File: src/hdl/dlc_defs.vh
// Constants for the converter load-control block
`ifndef DLC_DEFS_VH
`define DLC_DEFS_VH
// ----------------------------------------------------------------
// Register byte offsets
// ----------------------------------------------------------------
`define DLC_ADDR_W      8
`define DLC_OFF_CTRL    8'h00
`define DLC_OFF_PWR     8'h04
`define DLC_OFF_STAGE   8'h08
`define DLC_OFF_HOLD    8'h0C
`define DLC_OFF_STAT    8'h10
`define DLC_OFF_PORT    8'h14
// ----------------------------------------------------------------
// Load select codes
// ----------------------------------------------------------------
`define DLC_LS_RISE     3'h0
`define DLC_LS_SW       3'h1
`define DLC_LS_NONE     3'h2
`define DLC_LS_SW_ALIAS 3'h3
`define DLC_LS_FALL     3'h4
`define DLC_LS_SQUARE   3'h5
`define DLC_LS_RISE_A6  3'h6
`define DLC_LS_RISE_A7  3'h7
// Effective modes after aliasing
`define DLC_M_RISE      3'h0
`define DLC_M_SW        3'h1
`define DLC_M_NONE      3'h2
`define DLC_M_FALL      3'h3
`define DLC_M_SQUARE    3'h4
// ----------------------------------------------------------------
// Field positions and reset values
// ----------------------------------------------------------------
`define DLC_LS_MSB      2
`define DLC_PWR_BIT     0
`define DLC_PORT_DIR    0
`define DLC_PORT_OUT    1
`define DLC_PORT_PU     2
`define DLC_LS_RST      3'h2
`define DLC_PORT_RST    3'h4
`define DLC_DATA_RST    12'h000
`endif

File: src/hdl/dlc_load_control.v
// Converter load control with APB registers and shared strobe pin
//
// Behaviour
// - Select 000: strobe rising edge copies staging into hold and converts.
// - Select 100: strobe falling edge copies staging into hold and converts.
// - Edge load codes turn the shared pin into the strobe input.
// - Select 001: each staging write copies the new value into hold.
// - Code 011 behaves like 001.
// - Codes 110 and 111 behave like 000.
// - Square mode: falling edge shows staging, rising edge shows hold.
// - Square mode: only edges after mode entry change the source.
// - Outside square mode converter input follows hold at once.
// - Power enable clear: converter off, no conversion in any mode.
// - Staging and hold keep taking writes and loads while powered down.
// - Hold is 12 bits, normal source; staging a source in square mode.
// - After reset the pin is general I/O with pull-up on.
//
// Register access over APB and the register addresses were left to the implementer.
`timescale 1ns/1ps
`default_nettype none
`include "dlc_defs.vh"

module dlc_load_control #(
  parameter DATA_W = 12
) (
  input  wire                     clock_i,
  input  wire                     rst_i,
  // APB slave
  input  wire                     psel_i,
  input  wire                     penable_i,
  input  wire                     pwrite_i,
  input  wire [`DLC_ADDR_W-1:0]   paddr_i,
  input  wire [31:0]              pwdata_i,
  output reg  [31:0]              prdata_o,
  output wire                     pready_o,
  output wire                     pslverr_o,
  // Shared port pin
  input  wire                     shared_port_pin_i,
  output reg                      shared_port_pin_o,
  output reg                      shared_port_pin_oe_o,
  output reg                      shared_port_pin_pullup_o,
  // Converter side
  output reg  [DATA_W-1:0]        conv_data_o,
  output reg                      conv_enable_o,
  output reg                      conv_start_o
);

  // ----------------------------------------------------------------
  // Helpers
  // ----------------------------------------------------------------

  // Fold reserved codes onto the mode they alias
  function [2:0] eff_mode;
    input [2:0] sel;
    begin
      case (sel)
        `DLC_LS_RISE:     eff_mode = `DLC_M_RISE;
        `DLC_LS_RISE_A6:  eff_mode = `DLC_M_RISE;
        `DLC_LS_RISE_A7:  eff_mode = `DLC_M_RISE;
        `DLC_LS_SW:       eff_mode = `DLC_M_SW;
        `DLC_LS_SW_ALIAS: eff_mode = `DLC_M_SW;
        `DLC_LS_FALL:     eff_mode = `DLC_M_FALL;
        `DLC_LS_SQUARE:   eff_mode = `DLC_M_SQUARE;
        default:          eff_mode = `DLC_M_NONE;
      endcase
    end
  endfunction

  // Address is one of the mapped words
  function mapped;
    input [`DLC_ADDR_W-1:0] a;
    begin
      mapped = (a == `DLC_OFF_CTRL) || (a == `DLC_OFF_PWR) ||
               (a == `DLC_OFF_STAGE) || (a == `DLC_OFF_HOLD) ||
               (a == `DLC_OFF_STAT) || (a == `DLC_OFF_PORT);
    end
  endfunction

  // ----------------------------------------------------------------
  // State
  // ----------------------------------------------------------------
  reg  [2:0]        load_select;
  reg               converter_power_enable;
  reg  [DATA_W-1:0] input_staging_register;
  reg  [DATA_W-1:0] output_hold_register;
  reg  [2:0]        port_ctrl;
  reg               strobe_meta;
  reg               strobe_sync;
  reg               strobe_last;
  reg               square_armed;
  reg               square_show_stage;
  reg  [DATA_W-1:0] next_hold;
  reg               next_show_stage;
  reg               load_now;
  reg  [31:0]       rdata;

  wire [2:0] mode     = eff_mode(load_select);
  wire       strobe_fn = (mode == `DLC_M_RISE) ||
                         (mode == `DLC_M_FALL) ||
                         (mode == `DLC_M_SQUARE);
  wire       acc      = psel_i & penable_i;
  wire       hit      = mapped(paddr_i);
  wire       wr       = acc & pwrite_i & hit;
  wire       wr_stage = wr & (paddr_i == `DLC_OFF_STAGE);
  wire       wr_hold  = wr & (paddr_i == `DLC_OFF_HOLD);
  // Edges only from synchronised samples, gated off while pin is GPIO
  wire       rise     = strobe_fn & strobe_sync & ~strobe_last;
  wire       fall     = strobe_fn & ~strobe_sync & strobe_last;

  // Zero wait state; unmapped words answer with an error
  assign pready_o  = 1'b1;
  assign pslverr_o = acc & ~hit;

  // ----------------------------------------------------------------
  // Strobe synchroniser
  // ----------------------------------------------------------------

  // Two flops before the edge detector sees the pin
  // Reset to the pulled-up idle level, so no false edge follows reset
  always @(posedge clock_i) begin
    if (rst_i) begin
      strobe_meta <= 1'b1;
      strobe_sync <= 1'b1;
      strobe_last <= 1'b1;
    end else begin
      strobe_meta <= shared_port_pin_i;
      strobe_sync <= strobe_meta;
      strobe_last <= strobe_sync;
    end
  end

  // ----------------------------------------------------------------
  // Load decision
  // ----------------------------------------------------------------

  // Loads ignore power so a value can be staged while off
  always @* begin
    next_hold = output_hold_register;
    load_now  = 1'b0;
    case (mode)
      `DLC_M_RISE: begin
        if (rise) begin
          next_hold = input_staging_register;
          load_now  = 1'b1;
        end
      end
      `DLC_M_FALL: begin
        if (fall) begin
          next_hold = input_staging_register;
          load_now  = 1'b1;
        end
      end
      `DLC_M_SW: begin
        if (wr_stage) begin
          next_hold = pwdata_i[DATA_W-1:0];
          load_now  = 1'b1;
        end
      end
      default: begin
        next_hold = output_hold_register;
        load_now  = 1'b0;
      end
    endcase
    // Direct hold write, used to seed square mode
    if (wr_hold) begin
      next_hold = pwdata_i[DATA_W-1:0];
    end
  end

  // Square mode source choice; edges count only once armed
  always @* begin
    next_show_stage = square_show_stage;
    if (mode != `DLC_M_SQUARE) begin
      next_show_stage = 1'b0;
    end else if (square_armed & fall) begin
      next_show_stage = 1'b1;
    end else if (square_armed & rise) begin
      next_show_stage = 1'b0;
    end
  end

  // ----------------------------------------------------------------
  // Registers
  // ----------------------------------------------------------------

  // Register writes and loads, valid in power-down too
  always @(posedge clock_i) begin
    if (rst_i) begin
      load_select            <= `DLC_LS_RST;
      converter_power_enable <= 1'b0;
      input_staging_register <= `DLC_DATA_RST;
      output_hold_register   <= `DLC_DATA_RST;
      port_ctrl              <= `DLC_PORT_RST;
    end else begin
      if (wr & (paddr_i == `DLC_OFF_CTRL)) begin
        load_select <= pwdata_i[`DLC_LS_MSB:0];
      end
      if (wr & (paddr_i == `DLC_OFF_PWR)) begin
        converter_power_enable <= pwdata_i[`DLC_PWR_BIT];
      end
      if (wr & (paddr_i == `DLC_OFF_PORT)) begin
        port_ctrl <= pwdata_i[`DLC_PORT_PU:0];
      end
      if (wr_stage) begin
        input_staging_register <= pwdata_i[DATA_W-1:0];
      end
      output_hold_register <= next_hold;
    end
  end

  // Arming waits one cycle so an entry-cycle edge is dropped
  always @(posedge clock_i) begin
    if (rst_i) begin
      square_armed      <= 1'b0;
      square_show_stage <= 1'b0;
    end else begin
      square_armed      <= (mode == `DLC_M_SQUARE);
      square_show_stage <= next_show_stage;
    end
  end

  // ----------------------------------------------------------------
  // Converter side
  // ----------------------------------------------------------------

  // Data follows the new hold in the same edge it is loaded
  always @(posedge clock_i) begin
    if (rst_i) begin
      conv_data_o   <= `DLC_DATA_RST;
      conv_enable_o <= 1'b0;
      conv_start_o  <= 1'b0;
    end else begin
      if (next_show_stage) begin
        conv_data_o <= input_staging_register;
      end else begin
        conv_data_o <= next_hold;
      end
      conv_enable_o <= converter_power_enable;
      // A square-mode edge also retriggers the converter
      conv_start_o  <= converter_power_enable &
                       (load_now | (next_show_stage != square_show_stage));
    end
  end

  // ----------------------------------------------------------------
  // Shared pin
  // ----------------------------------------------------------------

  // Strobe function forces the driver off whatever the direction bit
  always @(posedge clock_i) begin
    if (rst_i) begin
      shared_port_pin_o        <= 1'b0;
      shared_port_pin_oe_o     <= 1'b0;
      shared_port_pin_pullup_o <= 1'b1;
    end else begin
      shared_port_pin_o        <= port_ctrl[`DLC_PORT_OUT];
      shared_port_pin_oe_o     <= port_ctrl[`DLC_PORT_DIR] & ~strobe_fn;
      shared_port_pin_pullup_o <= port_ctrl[`DLC_PORT_PU];
    end
  end

  // ----------------------------------------------------------------
  // Read path
  // ----------------------------------------------------------------

  // Read mux; unused upper bits read as zero
  always @* begin
    rdata = 32'h0000_0000;
    case (paddr_i)
      `DLC_OFF_CTRL:  rdata[`DLC_LS_MSB:0] = load_select;
      `DLC_OFF_PWR:   rdata[`DLC_PWR_BIT]  = converter_power_enable;
      `DLC_OFF_STAGE: rdata[DATA_W-1:0]    = input_staging_register;
      `DLC_OFF_HOLD:  rdata[DATA_W-1:0]    = output_hold_register;
      `DLC_OFF_STAT: begin
        rdata[DATA_W-1:0] = conv_data_o;
        rdata[DATA_W]     = square_show_stage;
        rdata[DATA_W+1]   = strobe_fn;
        rdata[DATA_W+2]   = strobe_sync;
      end
      `DLC_OFF_PORT:  rdata[`DLC_PORT_PU:0] = port_ctrl;
      default:        rdata = 32'h0000_0000;
    endcase
  end

  // Captured in the setup cycle, shown through the access phase
  always @(posedge clock_i) begin
    if (rst_i) begin
      prdata_o <= 32'h0000_0000;
    end else if (psel_i & ~penable_i & ~pwrite_i) begin
      prdata_o <= rdata;
    end
  end

endmodule
`default_nettype wire

File: config.mk
export PLATFORM = sky130hd
export DESIGN_NAME = dlc_load_control
export DESIGN_NICKNAME = d
export VERILOG_FILES = /design/src/hdl/dlc_load_control.v
export VERILOG_INCLUDE_DIRS = /design/src /design/src/hdl
export SDC_FILE = /design/constraint.sdc
export NUM_CORES = 1
export LEC_CHECK = 0
export BUFFER_PORTS_ARGS = -buffer_cell sky130_fd_sc_hd__buf_2
export CORE_ASPECT_RATIO = 1.25
export CORE_MARGIN = 2
export CORE_UTILIZATION = 25
export DETAILED_ROUTE_END_ITERATION = 8
export GPL_ROUTABILITY_DRIVEN = 0
export MAX_ROUTING_LAYER = met4
export PLACE_DENSITY = 0.55
export SKIP_CTS_REPAIR_TIMING = 1
export SLEW_MARGIN = 30
export SYNTH_ARGS = -nofsm -noshare
export SYNTH_HDL_FRONTEND = slang
export SYNTH_SLANG_ARGS = --single-unit
File: constraint.sdc
create_clock -name clock_i -period 2.3 [get_ports clock_i]
set_input_delay 0.46 -clock clock_i [delete_from_list [all_inputs] [get_ports clock_i]]
set_output_delay 0.46 -clock clock_i [all_outputs]
set_load 0.03 [all_outputs]
== After elaboration in Yosys (flattened, before gate mapping) ==
Cells that the tools add are included.

* Output and inout bits: 51
* Flip-flop bits (word level): 68
* Word-level logic and storage cells: 89
* Input bits: 46

* Equality and inequality tests: 16
* Multiplexer cells: 18
* Bitwise operators: 26
* Reduce and logical (&&, ||, !) cells: 12

{| class="wikitable"
|+ Operators by type and width
! cell !! number
|-
| $mux W12 || 5
|-
| $pmux W12 S3 || 1
|-
| $pmux W9 S3 || 1
|-
| $and A1 B1 Y1 || 19
|-
| $eq A8 B4 Y1 const B || 2
|-
| $eq A8 B5 Y1 const B || 2
|-
| $eq A3 B3 Y1 const B || 5
|-
| $pmux W3 S4 || 1
|-
| $pmux W2 S5 || 1
|-
| $eq A8 B3 Y1 const B || 1
|-
| $logic_not A8 Y1 || 1
|-
| $logic_or A1 B1 Y1 || 7
|-
| $eq A3 B1 Y1 const B || 2
|-
| $eq A3 B2 Y1 const B || 2
|-
| $logic_not A3 Y1 || 2
|-
| $mux W1 || 6
|-
| $not A1 Y1 || 6
|-
| $pmux W1 S6 || 1
|-
| $mux W3 || 1
|-
| $ne A3 B3 Y1 const B || 1
|-
| $pmux W1 S3 || 1
|-
| $reduce_or A3 Y1 || 1
|-
| $reduce_or A2 Y1 || 1
|-
| $ne A1 B1 Y1 || 1
|-
| $or A1 B1 Y1 || 1
|}

== Longest topological paths before layout ==
* Depth in word-level cells: 15
* Gate-level depth with buffers: 7
* Mapped depth without buffers: 5

== Least setup slack after synthesis ==
OpenSTA, ideal clock, no wires.

* Kind: input port to flip-flop
* Start: input paddr_i[6]
* End: register load_select[1]
* Buffers on the path: 0
* Stages: 5
* Arrival time: 1,971 ps
* Path slack: 209 ps
* Required time: 2,180 ps
* Library setup time: 120 ps
* Cells stage by stage: or4_4 > or3_4 > nor4_4 > nor2b_1 > a211o_1

* Cells in the longest elaborated chain, start to end: 8
* Elaborated cells between the ends (all ways): 13
* Classes of those cells: eq/ne (5); bitwise (2); reduce/logical (6)

{| class="wikitable"
|+ RTL lines
! item !! RTL line !! source
|-
| start, declared || dlc_load_control.v:32 || <nowiki>input wire [`DLC_ADDR_W-1:0] paddr_i,</nowiki>
|-
| $eq A8 B3 Y1 or $logic_not A8 Y1 (tied branches) || -- ||
|-
| $logic_or A1 B1 Y1 (5 in a row) || dlc_load_control.v:73 || <nowiki>mapped = (a == `DLC_OFF_CTRL) || (a == `DLC_OFF_PWR) ||</nowiki>
|-
| $and A1 B1 Y1 || dlc_load_control.v:103 || <nowiki>wire wr = acc & pwrite_i & hit;</nowiki>
|-
| $and A1 B1 Y1 * || dlc_load_control.v:195 || <nowiki>if (wr & (paddr_i == `DLC_OFF_CTRL)) begin</nowiki>
|-
| end signal, assigned || dlc_load_control.v:189 || <nowiki>load_select <= `DLC_LS_RST;</nowiki>
|-
| end signal, assigned || dlc_load_control.v:196 || <nowiki>load_select <= pwdata_i[`DLC_LS_MSB:0];</nowiki>
|-
| end, declared || dlc_load_control.v:82 || <nowiki>reg [2:0] load_select;</nowiki>
|}

Every way passes the cells marked *; elsewhere a longest branch is shown, timed or not.
A chain may end at the register's enable or synchronous reset.

== Final worst setup path ==
* Start: input paddr_i[1]
* End: output pslverr_o

* Cells in the longest elaborated chain, start to end: 8
* Elaborated cells between the ends (all ways): 13
* Classes of those cells: eq/ne (5); bitwise (2); reduce/logical (6)

{| class="wikitable"
|+ RTL lines
! item !! RTL line !! source
|-
| $eq A8 B3 Y1 or $logic_not A8 Y1 (tied branches) || -- ||
|-
| $logic_or A1 B1 Y1 (4 in a row) || dlc_load_control.v:73 ||
|-
| $logic_or A1 B1 Y1 * || dlc_load_control.v:73 ||
|-
| $not A1 Y1 * || dlc_load_control.v:112 || <nowiki>assign pslverr_o = acc & ~hit;</nowiki>
|-
| $and A1 B1 Y1 * || dlc_load_control.v:112 ||
|-
| end, declared || dlc_load_control.v:36 || <nowiki>output wire pslverr_o,</nowiki>
|}

Marked as above.

==> results.yml <==
logic_synthesis:
  synth_flop_cell: "dfxtp_1"
  synth_seq_area_share_pct: 38.5
  avgSynthCellArea_um2: 8.56
  syn_area_um2: 3530
  ys_warn_count: 0
  synth_edf_count: 0
  ys_types: 61
  async_flop_share_pct: 0
  syn_inst: 413
  synth-seq-cells: 68
sta:
  max_slew_margin_pct: 52.5
  fin_skew_ps: 3.61
  slew_viol_final: 0
  worst_slack_ps: 14.2
  rsz0062_at_grt: "true"
  finalCritPeriodShare_pct: 99.4
  fmax_mhz: 437
  layout_min_cycle_time_ps: 2290
  setup_viol: 0
  finalHoldViolations: 0
  hold_slack_ps: 309
  worstMarginPinSlew_ps: 694
  tns_ps: 0
grt:
  grt_util_met1_pct: 18.5
  grt_pass1_wl_mm: 17.0
  grt_busiest_layer: "met2"
  grt_max_degree: 31
  grt_pass1_vias: 3306
  gr-total-overflow: 0
  groute.layer.met2.usage_pct: 24.4
  antenna_found_initial: 2
  grtUsageTotal_pct: 15.3
  gr-usage-met3_pct: 3.71
final_layout:
  area_growth_pct: 26.8
  nets: 531
  drive_gt1_share_pct: 27.8
  layout_commonest_cell: "dfxtp_1"
  final.fill_count: 1468
  layout_common_cells: "dfxtp_1, buf_2, nor2_1"
routing:
  drc: 0
  wl_per_cell_um: 16.3
  drt_pass1_iterations: 5
  drt_wl_total_mm: 10.9
  ant_nets: 0
  drtIter0Drc: 250
  vias_per_cell: 5.08
  dr_total_vias: 3389
setup_path:
  cpMaxStageDelayCell: "or4_4"
  cp-startpoint: "paddr_i[1]"
  crit_path_end_kind: "output pin"
  max_stage_delay_ps: 480
  crit_buf_inv: 4
  worst_setup_path_start_kind: "input pin"
  crit_top_cell: "buf_4"
  crit_fanout: 3
  r2r_cells: 6
  reg2reg_setup_slack_ps: 90
  cp.required_ps: 1840
  reg2reg_to: "conv_data_o[2]"
  worstPathCellList: "buf_2 -> buf_4 -> or4_4 -> buf_4 -> a211oi_1 -> nor2_1 -> buf_4"
  r2r_start: "load_select[2]"
  cpLargestDelayFamily: "buffers and inverters"
  worstPathArrival_ps: 1830
  crit_type: "input pin to output pin"
run_status:
  status: "completed"
min_path:
  hold_class: "input pin to flop"
  min-delay-start: "shared_port_pin_i"
  hold_path_end: "strobe_meta"
  min_path_cells: 2
clock_network:
  cts.htree.levels: 3
  clk_path_buf_depth: 2
  cts.sinks: 68
  cts_tree: "yes"
  numCtsBuffers: 9
  clk_pin_slew_worst_paths_ps: 60
  clk_latency_ps: 330
  cts_root_buf: "clkbuf_16"
run:
  maxCapViolations: 0
placed_design:
  portBuffers: 58
  pre_cts_slack_ps: -98.1
  post-dp-hpwl_mm: 8.11
die:
  die-area_um2: 15100
  die_x_um: 110
  ios: 97
  num_rows: 48
  coreArea_um2: 13800
  start_util_pct: 25.6
  die_y_um: 137
pwr:
  p_per_area_nw_per_um2: 654
  p_total_mw: 2.93
  ir_drop_mv: 0.363
  leakagePower_nw: 1.70
[through the flow]
stage,cells,cell area (µm²),util [%]
after detailed placement,649,4130,29.9
after global routing,667,4480,32.4
after floorplan,429,3590,-
final,667,4480,32.4
after CTS,665,4470,32.4
after global placement,649,4130,29.9
[cell usage after synthesis, types with 6 or more instances]
cell / n / area [µm²]
dfxtp_1: 68 / 1360
nor2_1: 51 / 191
nand2_1: 39 / 146
a22oi_1: 23 / 173
buf_4: 20 / 150
a21oi_1: 19 / 95.1
clkbuf_1: 19 / 71.3
inv_1: 11 / 41.3
a311oi_1: 9 / 78.8
mux2_2: 9 / 101
o21ai_0: 9 / 45.0
a211oi_1: 8 / 60.1
a31oi_1: 8 / 50.1
mux2i_1: 8 / 80.1
buf_2: 7 / 35.0
nor3_1: 7 / 35.0
a2111oi_0: 6 / 52.6
nor2b_1: 6 / 37.5
[metal layers]
layer	share of wire (%)	vias up	wire, µm
met1	43	1611	4640
met2	48	124	5270
met3	7.3	13	794
li1	-	1641	-
met5	0	-	0
met4	1.8	0	195
[cell type report]
cell class              instances  area [µm²]  area share, %
diodes                          2        5.00          0.112
repair buffers                 93         593           13.2
multi-input cells             302        1920           42.9
flip-flops and latches         68        1360           30.4
clock inverters                 7         115           2.57
inverters                      11        41.3          0.921
well taps                     175         219           4.89
clock buffers                   9         225           5.03
[where the power goes]
group          internal, mW  switching (mW)
Clock                  1.05           0.512
Combinational        0.0540           0.131
Sequential             1.18         0.00140
[worst max-delay path by stage]
stage	cells after the start	slack, ps	to
after floorplan	5	210	load_select[1]
after CTS	7	-4	pslverr_o
final	7	10	pslverr_o
after global placement	7	-70	conv_data_o[9]
after global routing	6	-40	conv_data_o[2]
after detailed placement	7	-100	conv_data_o[7]
[sequential cells by signal (all words and copies together) (netlist names), 3 cells and up]
name	cells
port_ctrl	3
input_staging_register	12
output_hold_register	12
conv_data_o	12
prdata_o	15
load_select	3
[cell families (layout without fill, tap and decap cells)]
kind of cell / Yosys count / count (layout) / share of synthesized area, %
compound gates: 118 / 118 / 24.4
buf+inv: 59 / 120 / 8.85
flops: 68 / 68 / 38.5
mux: 18 / 18 / 5.77
other cells: 2 / 20 / 0.213
simple gates: 148 / 148 / 22.3
Note: power is estimated with default switching activity, not from simulation.
